### src/ldsip_consts.vh
// constants for the ddr sample input port
`ifndef LDSIP_CONSTS_VH
`define LDSIP_CONSTS_VH
`define LDSIP_PATH_W 16
`define LDSIP_WORD_W 64
`define LDSIP_STRB_FIFO 2'h0
`define LDSIP_STRB_SYNC 2'h1
`define LDSIP_STRB_PARITY 2'h2
`define LDSIP_MAX_MSPS 750
`define LDSIP_CLK_MHZ 50
`define LDSIP_PTR_RST 3'h0
`define LDSIP_PRBS_SEED 16'h0001
`endif

### src/ldsip_port.v
// ddr sample input port: capture, reorder, strobe handling, checks
`timescale 1ns/10ps
`default_nettype none
`include "ldsip_consts.vh"
module ldsip_port #(
   parameter PW = `LDSIP_PATH_W
) (
   input wire core_clk,
   input wire rst_n,
   input wire sample_bus_clock_pair,
   input wire [PW-1:0] first_path_sample_bus,
   input wire [PW-1:0] second_path_sample_bus,
   input wire input_strobe_or_first_parity,
   input wire second_path_parity,
   input wire sync_input,
   input wire output_strobe,
   input wire converter_clock,
   input wire rev_bus,
   input wire rev_interface,
   input wire [1:0] strobe_mode,
   input wire dual_sync_mode,
   input wire parity_odd,
   input wire parity_cd_ena,
   input wire parity_clear,
   input wire pattern_ena,
   input wire word_ready,
   output reg word_valid,
   output reg [4*PW-1:0] word_data,
   output reg fifo_align,
   output reg sync_pulse,
   output reg out_align,
   output reg parity_err,
   output reg pattern_err,
   output reg overrun
);
   localparam WW = 4*PW;
   localparam PH_RISE = 1'b0;
   localparam PH_FALL = 1'b1;
   reg dclk_q_reg;
   reg cclk_q_reg;
   reg phase_reg;
   reg [PW-1:0] ab_rise_reg;
   reg [PW-1:0] cd_rise_reg;
   reg strb_reg;
   reg par_cd_reg;
   reg [2:0] wptr_reg;
   reg [PW-1:0] prbs_reg;
   reg [WW-1:0] cap_word_reg;
   reg cap_valid_reg;
   reg cap_strb_reg;
   reg cap_pcd_reg;
   wire dclk_rise;
   wire dclk_fall;
   wire cclk_rise;
   wire [PW-1:0] ab_in;
   wire [PW-1:0] cd_in;
   wire strb_pin;
   wire pcd_pin;
   wire buf_in_ready;
   wire buf_out_valid;
   wire [WW-1:0] buf_out_data;
   wire ab_par_calc;
   wire cd_par_calc;
   wire ab_par_bad;
   wire cd_par_bad;
   wire [PW-1:0] prbs_next;
   // ************************************************************
   // bit reordering
   // ************************************************************
   genvar gi;
   generate
      for (gi = 0; gi < PW; gi = gi + 1) begin : g_rev
         assign ab_in[gi] = rev_bus ? first_path_sample_bus[PW-1-gi] : first_path_sample_bus[gi];
         assign cd_in[gi] = rev_bus ? second_path_sample_bus[PW-1-gi] : second_path_sample_bus[gi];
      end
   endgenerate
   // ************************************************************
   // strobe and parity pin mapping
   // ************************************************************
   // mirrored interface swaps strobe and second parity pins
   assign strb_pin = rev_interface ? second_path_parity : input_strobe_or_first_parity;
   assign pcd_pin = rev_interface ? input_strobe_or_first_parity : second_path_parity;
   // ************************************************************
   // edge detection
   // ************************************************************
   // delayed copies reset low, matching the idle pins, so no false edge
   assign dclk_rise = sample_bus_clock_pair & ~dclk_q_reg;
   assign dclk_fall = ~sample_bus_clock_pair & dclk_q_reg;
   assign cclk_rise = converter_clock & ~cclk_q_reg;
   // ************************************************************
   // ddr capture
   // ************************************************************
   always @(posedge core_clk or negedge rst_n) begin
      if (!rst_n) begin
         dclk_q_reg <= 1'b0;
         cclk_q_reg <= 1'b0;
         phase_reg <= PH_RISE;
         ab_rise_reg <= {PW{1'b0}};
         cd_rise_reg <= {PW{1'b0}};
         strb_reg <= 1'b0;
         par_cd_reg <= 1'b0;
         cap_word_reg <= {WW{1'b0}};
         cap_valid_reg <= 1'b0;
         cap_strb_reg <= 1'b0;
         cap_pcd_reg <= 1'b0;
      end else begin
         dclk_q_reg <= sample_bus_clock_pair;
         cclk_q_reg <= converter_clock;
         cap_valid_reg <= 1'b0;
         if (dclk_rise) begin
            ab_rise_reg <= ab_in;
            cd_rise_reg <= cd_in;
            strb_reg <= strb_pin;
            par_cd_reg <= pcd_pin;
            phase_reg <= PH_FALL;
         end
         if (dclk_fall && phase_reg == PH_FALL) begin
            // word: ab rise, ab fall, cd rise, cd fall, msb first
            cap_word_reg <= {ab_rise_reg, ab_in, cd_rise_reg, cd_in};
            cap_valid_reg <= 1'b1;
            cap_strb_reg <= strb_reg;
            cap_pcd_reg <= par_cd_reg;
            phase_reg <= PH_RISE;
         end
      end
   end
   // ************************************************************
   // buffer
   // ************************************************************
   ldsip_skid #(
      .W(WW)
   ) u_skid (
      .core_clk(core_clk),
      .rst_n(rst_n),
      .in_valid(cap_valid_reg),
      .in_ready(buf_in_ready),
      .in_data(cap_word_reg),
      .out_valid(buf_out_valid),
      .out_ready(~word_valid | word_ready),
      .out_data(buf_out_data)
   );
   // ************************************************************
   // checks
   // ************************************************************
   assign ab_par_calc = ^cap_word_reg[WW-1:2*PW] ^ parity_odd;
   assign cd_par_calc = ^cap_word_reg[2*PW-1:0] ^ parity_odd;
   assign ab_par_bad = (strobe_mode == `LDSIP_STRB_PARITY) && (ab_par_calc != cap_strb_reg);
   assign cd_par_bad = parity_cd_ena && (cd_par_calc != cap_pcd_reg);
   assign prbs_next = {prbs_reg[PW-2:0], prbs_reg[PW-1] ^ prbs_reg[PW-3]};
   // ************************************************************
   // output register and strobe pulses
   // ************************************************************
   always @(posedge core_clk or negedge rst_n) begin
      if (!rst_n) begin
         word_valid <= 1'b0;
         word_data <= {WW{1'b0}};
         fifo_align <= 1'b0;
         sync_pulse <= 1'b0;
         out_align <= 1'b0;
         wptr_reg <= `LDSIP_PTR_RST;
      end else begin
         if (buf_out_valid & (~word_valid | word_ready)) begin
            word_valid <= 1'b1;
            word_data <= buf_out_data;
         end else if (word_ready)
            word_valid <= 1'b0;
         fifo_align <= 1'b0;
         sync_pulse <= 1'b0;
         out_align <= dual_sync_mode & cclk_rise & output_strobe;
         if (cap_valid_reg) begin
            wptr_reg <= wptr_reg + 3'h1;
            if (cap_strb_reg && strobe_mode == `LDSIP_STRB_FIFO) begin
               wptr_reg <= `LDSIP_PTR_RST;
               fifo_align <= 1'b1;
            end
            if (cap_strb_reg && strobe_mode == `LDSIP_STRB_SYNC)
               sync_pulse <= 1'b1;
         end
      end
   end
   // ************************************************************
   // sticky error flags
   // ************************************************************
   always @(posedge core_clk or negedge rst_n) begin
      if (!rst_n) begin
         parity_err <= 1'b0;
         pattern_err <= 1'b0;
         overrun <= 1'b0;
         prbs_reg <= `LDSIP_PRBS_SEED;
      end else begin
         // pattern checker steps once per captured word
         if (cap_valid_reg && pattern_ena) begin
            prbs_reg <= prbs_next;
            if (cap_word_reg[PW-1:0] != prbs_reg)
               pattern_err <= 1'b1;
         end
         // a new error wins over a clear in the same cycle
         if (cap_valid_reg && (ab_par_bad || cd_par_bad))
            parity_err <= 1'b1;
         else if (parity_clear)
            parity_err <= 1'b0;
         // a source faster than the sink drains loses words here
         if (cap_valid_reg & ~buf_in_ready)
            overrun <= 1'b1;
         else if (parity_clear)
            overrun <= 1'b0;
      end
   end
endmodule // ldsip_port
`default_nettype wire

### src/ldsip_skid.v
// two-entry buffer with valid and ready on both sides
`timescale 1ns/10ps
`default_nettype none
module ldsip_skid #(
   parameter W = 64
) (
   input wire core_clk,
   input wire rst_n,
   input wire in_valid,
   output wire in_ready,
   input wire [W-1:0] in_data,
   output wire out_valid,
   input wire out_ready,
   output wire [W-1:0] out_data
);
   reg [W-1:0] mem_reg [0:1];
   reg wr_ptr_reg;
   reg rd_ptr_reg;
   reg [1:0] cnt_reg;
   wire push;
   wire pop;
   assign in_ready = (cnt_reg != 2'h2);
   assign out_valid = (cnt_reg != 2'h0);
   assign out_data = mem_reg[rd_ptr_reg];
   assign push = in_valid & in_ready;
   assign pop = out_valid & out_ready;
   always @(posedge core_clk or negedge rst_n) begin
      if (!rst_n) begin
         wr_ptr_reg <= 1'b0;
         rd_ptr_reg <= 1'b0;
         cnt_reg <= 2'h0;
         mem_reg[0] <= {W{1'b0}};
         mem_reg[1] <= {W{1'b0}};
      end else begin
         if (push) begin
            mem_reg[wr_ptr_reg] <= in_data;
            wr_ptr_reg <= ~wr_ptr_reg;
         end
         if (pop)
            rd_ptr_reg <= ~rd_ptr_reg;
         if (push & ~pop)
            cnt_reg <= cnt_reg + 2'h1;
         else if (pop & ~push)
            cnt_reg <= cnt_reg - 2'h1;
      end
   end
endmodule // ldsip_skid
`default_nettype wire
### config.mk
export PLATFORM = sky130hd
export DESIGN_NAME = ldsip_port
export DESIGN_NICKNAME = d
export VERILOG_FILES = /design/src/ldsip_port.v /design/src/ldsip_skid.v
export VERILOG_INCLUDE_DIRS = /design/src /design/src/src
export SDC_FILE = /design/constraint.sdc
export NUM_CORES = 1
export LEC_CHECK = 0
export ABC_AREA = 1
export BUFFER_PORTS_ARGS = -buffer_cell sky130_fd_sc_hd__buf_2
export CORE_MARGIN = 2
export CORE_UTILIZATION = 35
export DETAILED_ROUTE_END_ITERATION = 8
export PLACE_DENSITY_LB_ADDON = 0.25
export SLEW_MARGIN = 25
export SYNTH_ARGS = -nofsm -noshare
export SYNTH_HDL_FRONTEND = slang
export SYNTH_SLANG_ARGS = --single-unit
### constraint.sdc
create_clock -name core_clk -period 3.6 [get_ports core_clk]
set_input_delay 0.36 -clock core_clk [delete_from_list [all_inputs] [get_ports core_clk]]
set_output_delay 0.36 -clock core_clk [all_outputs]
set_load 0.01 [all_outputs]
Word-level counts from Yosys, hierarchy flattened
Cells that the tools add are included.
Storage, ports and cells
  word-level logic and storage cells: 134
  bits of input ports: 50
  ROM bits: 0
  memory bits (writable): 0
  register bits: 323
  memories kept: 0
  output and inout bits: 71
  bits in latches: 0
Cells by class
  multiply operators: 0
  $add $sub $neg: 2
  mux-type cells: 54
  divide/modulo/power cells: 0
  magnitude comparators: 3
  eq/ne operators: 6
  reductions and logical operators: 19
  shift-type cells: 0
  bitwise gates (word level): 25
Operators with widths (number)
  64-bit two-way mux: 4
  128-bit bitwise mux: 1
  64-bit demux with 1-bit select: 1
  32-bit parity: 2
  1-bit two-way mux: 46
  16-bit != test: 1
  2-bit nonzero test: 6
  1-bit AND: 10
  1-bit inverter: 9
  1-bit logical AND: 8
  2-bit >= comparator, second input constant: 2
  2-bit two-way mux: 2
  1-bit inverter with 2-bit output: 2
  1-bit bitwise XOR: 3
  2-bit by 1-bit adder with 2-bit output, second input constant: 1
  2-bit by 1-bit == test with 1-bit output, second input constant: 1
  2-bit == test, second input constant: 1
  2-bit zero test: 1
  2-bit by 1-bit less-than comparator with 1-bit output, second input constant: 1
  1-bit != test: 2
  2-bit != test, second input constant: 1
  2-bit AND reduction: 1
  2-bit by 1-bit subtractor with 2-bit output, second input constant: 1
  1-bit logical OR: 1
  1-bit bitwise OR: 1

Longest topological paths before layout
  depth in word-level cells: 7
  gate-level depth with buffers: 17
  depth with buffers taken out: 17

By module
Synthesis repeated with hierarchy kept, for this count alone.
Unflattened totals
  cells, all modules: 1912
  area, all modules: 15404.8 µm²
Modules (own cells, without submodules)
  ldsip_port: cells each 1108, area each 9073.7 µm², instances 1, sequential area each 4780.8 µm²
  ldsip_skid: cells each 804, area each 6331.1 µm², instances 1, sequential area each 3303.2 µm²

Least setup slack after synthesis
Ideal clock, no wire load.
  kind: flip-flop to flip-flop
  start point: register word_valid
  end point: register u_skid.cnt_reg[1]
  path slack: 1736 ps
  data required time: 3469 ps
  arrival: 1733 ps
  stages on the path, launching flop included: 10
  path through: dfrtp_1 -> inv_1 -> nor2_1 -> a21oi_1 -> clkbuf_1 -> inv_1 -> ha_1 -> a21oi_1 -> o21ai_0 -> xor2_1
On the way
  longest elaborated chain between the ends: 6
RTL lines
  start: declaration: RTL line ldsip_port.v:27  | output reg word_valid,
  start signal: assignment: RTL line ldsip_port.v:155  | word_valid <= 1'b0;
  start signal: assignment: RTL line ldsip_port.v:163  | word_valid <= 1'b1;
  start signal: assignment: RTL line ldsip_port.v:166  | word_valid <= 1'b0;
  1-bit inverter (*): RTL line ldsip_port.v:139  | .out_ready(~word_valid | word_ready),
  1-bit bitwise OR (*): RTL line ldsip_port.v:139
  1-bit AND (*): RTL line ldsip_skid.v:26  | assign pop = out_valid & out_ready;
  1-bit inverter: RTL line ldsip_skid.v:41  | if (push & ~pop)
  1-bit AND: RTL line ldsip_skid.v:41
  2-bit two-way mux or 2-bit nonzero test (tied branches)
  end signal: assignment: RTL line ldsip_skid.v:42  | cnt_reg <= cnt_reg + 2'h1;
  end signal: assignment: RTL line ldsip_skid.v:44  | cnt_reg <= cnt_reg - 2'h1;
  end: declaration: RTL line ldsip_skid.v:19  | reg [1:0] cnt_reg;
Every way passes the cells marked *; elsewhere a longest branch is shown, timed or not.
A chain may end at the register's enable or synchronous reset.

Worst setup path after layout
  start point: register u_skid.cnt_reg[0]
  end point: register u_skid.mem_reg[118] (netlist name)
On the way
  longest elaborated chain between the ends: 2
RTL lines
  2-bit != test: RTL line ldsip_skid.v:22  | assign in_ready = (cnt_reg != 2'h2);
  1-bit AND: RTL line ldsip_skid.v:25  | assign push = in_valid & in_ready;
  end signal: indexed assignment: RTL line ldsip_skid.v:36  | mem_reg[wr_ptr_reg] <= in_data;
  end: declaration: RTL line ldsip_skid.v:16  | reg [W-1:0] mem_reg [0:1];
Every way passes these cells.

==> flow_metrics.env <==
export IMPL_status="finished, final reports clean"
export IMPL_dieWidth_microns=205
export IMPL_rsz0062_at_grt="false"
export IMPL_multi_input_area_sq_um=5330
export IMPL_num_rows=73
export IMPL_utilization_pct=41.7
export IMPL_core_sq_um=39800
export IMPL_start_util_pct=35.6
export IMPL_clkTransAtPathRegs_ps=60
export IMPL_finalSetupViolations=0
export IMPL_crit_type="flip-flop to flip-flop"
export IMPL_ys_warn_count=0
export IMPL_yosysTopAreaCell="dfrtp_1"
export IMPL_power_switching_uw=5400
export IMPL_cts_tree="done"
export IMPL_syn_num_nets=1793
export IMPL_ant_nets=0
export IMPL_routed_wl_mm=34.9
export IMPL_synth_most_common_cell="nand2_1"
export IMPL_synth_edf_count=0
export IMPL_syn_to_final_growth_pct=17.1
export IMPL_drive_gt1_share_pct=11.1
export IMPL_cts_root_buffer="clkbuf_16"
export IMPL_worst_path_stages=6
export IMPL_die_h_microns=205
export IMPL_wl_per_cell_microns=14.6
export IMPL_fin_crit_ps=1850
export IMPL_grt_usage_pct=17.1
export IMPL_synthFlopType="dfrtp_1"
export IMPL_worst_path_max_delay_cell="or2_4"
export IMPL_overflow=0
export IMPL_synthTopCellsByArea="dfrtp_1, nand2_1, o21ai_0"
export IMPL_synth_top_area_share_pct=56.8
export IMPL_ios=121
export IMPL_endpoint_kind="flip-flop"
export IMPL_setup_tns_ps=0
export IMPL_ys_seq_area_share_pct=57.0
export IMPL_critPathLaunch="u_skid.cnt_reg[0]"
export IMPL_crit_end="u_skid.mem_reg[118]"
export IMPL_antenna_found_initial=1
export IMPL_clock_sinks=323
export IMPL_cp_num_buf_inv=2
export IMPL_netlist_top_cells_count="nand2_1, dfrtp_1, o21ai_0, inv_1, nor2_1"
export IMPL_cpLargestDelayFamily="simple AND/OR/NAND/NOR gates"
export IMPL_pwr_share_seq_pct=40.1
export IMPL_critPathLaunchType="flip-flop"
export IMPL_path_common_cell="nand2_1"
export IMPL_ff2ff_path_depth=6
export IMPL_seqCellArea_sq_um=8090
export IMPL_cap_violations=0
export IMPL_synthesis_area_sq_um=14200
export IMPL_async_flop_share_pct=100
export IMPL_clk_path_buf_depth=3
export IMPL_dpl_hpwl_mm=22.3
export IMPL_hold_viol_final=0
export IMPL_netlist_instances=1742
export IMPL_worstPathMaxFanout=84
export IMPL_holdBufCountCts=4
export IMPL_power_share_clock_pct=26.9
export IMPL_n_fill_cell=4047
export IMPL_final_nets=1882
export IMPL_grt_pass1_wl_mm=57.6
export IMPL_slowest_delay_ps=460
export IMPL_p_comb_share_pct=33.0
export IMPL_largest_reg_flops=128
export IMPL_insertion_delay_ps=530
export IMPL_port_buffers=119
export IMPL_relSlewSlack_pct=37.1
export IMPL_drc=0
export IMPL_synth_seq_cells=323
export IMPL_worst_slew_pin_slew_ps=944
export IMPL_r2r_slack_ps=1750
export IMPL_vias_per_cell=4.76
export IMPL_post_cts_buffers=0
export IMPL_r2r_start="u_skid.cnt_reg[0]"
export IMPL_fmax_mhz=541
export IMPL_route_vias_total=11400
export IMPL_powerDensity_nw_per_um2=872
export IMPL_drt_iter0_drc=764
export IMPL_postSynthAreaPerCell_sq_um=8.14
export IMPL_leakage_uw=0.00830
export IMPL_switching_share_pct=37.3
export IMPL_post_route_period_util_pct=51.3
export IMPL_cp_arrival_ps=2230
export IMPL_first_pass_iters=5
export IMPL_intPower_uw=9080
export IMPL_path_cells="inv_2 > nand2_1 > nand2_1 > or2_4 > buf_12 > o21ai_0"
export IMPL_cp_data_required_time_ps=3990
export IMPL_fin_worst_skew_ps=15.4
export IMPL_cts_resized=0
export IMPL_grt_pass1_vias=10900
export IMPL_grt_start_max_net_pins=132
export IMPL_hp_class="input pin to flip-flop"
export IMPL_htree_levels=2
export IMPL_place_congestion=0.834
export IMPL_cts_buffers=37
export IMPL_ir_worst_vdd_mv=0.800
export IMPL_die_area_sq_um=42200
export IMPL_yosysUniqueCellTypes=29
export IMPL_maxSlewViolCount=0
export IMPL_r2r_end="u_skid.mem_reg[118]"
power by group through the flow:
stage          sequential [uW]  combinational, uW  clock [uW]
6_report                  5810               4780        3900
5_1_grt                   6000               5580        4160
4_1_cts                   5810               4880        4000
3_5_place_dp              5860               4850           0
3_3_place_gp              5820               4760           0
2_1_floorplan             5890               3200           0
cell usage in the layout, fill, tap and decap left out, types with 20 or more instances in the layout:
master	count
nand2_1	749
clkbuf_16	39
a31oi_1	64
nor2_1	88
o21ai_0	176
buf_2	118
xor2_1	24
dfrtp_1	321
a21oi_1	20
inv_1	112
o21ai_1	46
kinds of logic (layout without fill, tap and decap cells):
logic type      count (synthesis)  count (layout)  synth area share, %
xor+xnor                       39              39                 2.41
other cells                     0               1                    0
buf+inv                       203             321                 5.60
compound gates                314             314                 11.8
flops                         323             323                 57.0
simple gates                  862             862                 23.1
fa+ha+maj                       1               1               0.0882
layer usage:
metal	vias up	wire [microns]	global-route usage [%]
met5	-	0	0
met4	0	789	4.86
met3	53	1730	3.67
met2	221	15100	26.2
met1	5382	17200	24.3
li1	5694	-	-
per-stage QoR:
step | std cells | power [uW] | hold WS (ps) | setup slack (ps) | instance area (sq um)
CTS | 2385 | 14700 | 10.7 | 1730 | 16600
global route | 2385 | 15700 | 27.7 | 1510 | 16600
finish | 2386 | 14500 | 32.0 | 1750 | 16600
detailed placement | 2313 | 10700 | 369 | 1700 | 15300
floorplan | 1742 | 9090 | 64.4 | 1740 | 14200
global placement | 2313 | 10600 | 366 | 1730 | 15300
layout make-up:
| class | instances | area share, % |
|---|---|---|
| Multi-Input combinational cell | 1216 | 32.1 |
| Tap cell | 525 | 3.95 |
| Inverter | 118 | 2.67 |
| Clock inverter | 16 | 1.01 |
| Timing Repair Buffer | 135 | 4.96 |
| Antenna cell | 1 | 0.0151 |
| Clock buffer | 52 | 6.65 |
| Sequential cell | 323 | 48.7 |
worst min-delay path by stage:
stage               start             end  slack [ps]  cells after the start
2_1_floorplan       rst_n  ab_rise_reg[0]          60                      0
3_3_place_gp        rst_n      cclk_q_reg         370                      1
3_5_place_dp        rst_n      cclk_q_reg         370                      1
4_1_cts        word_ready      word_valid          10                      2
5_1_grt        word_ready      word_valid          30                      2
6_report       word_ready      word_valid          30                      2
Power figures use the tool's default switching activity.
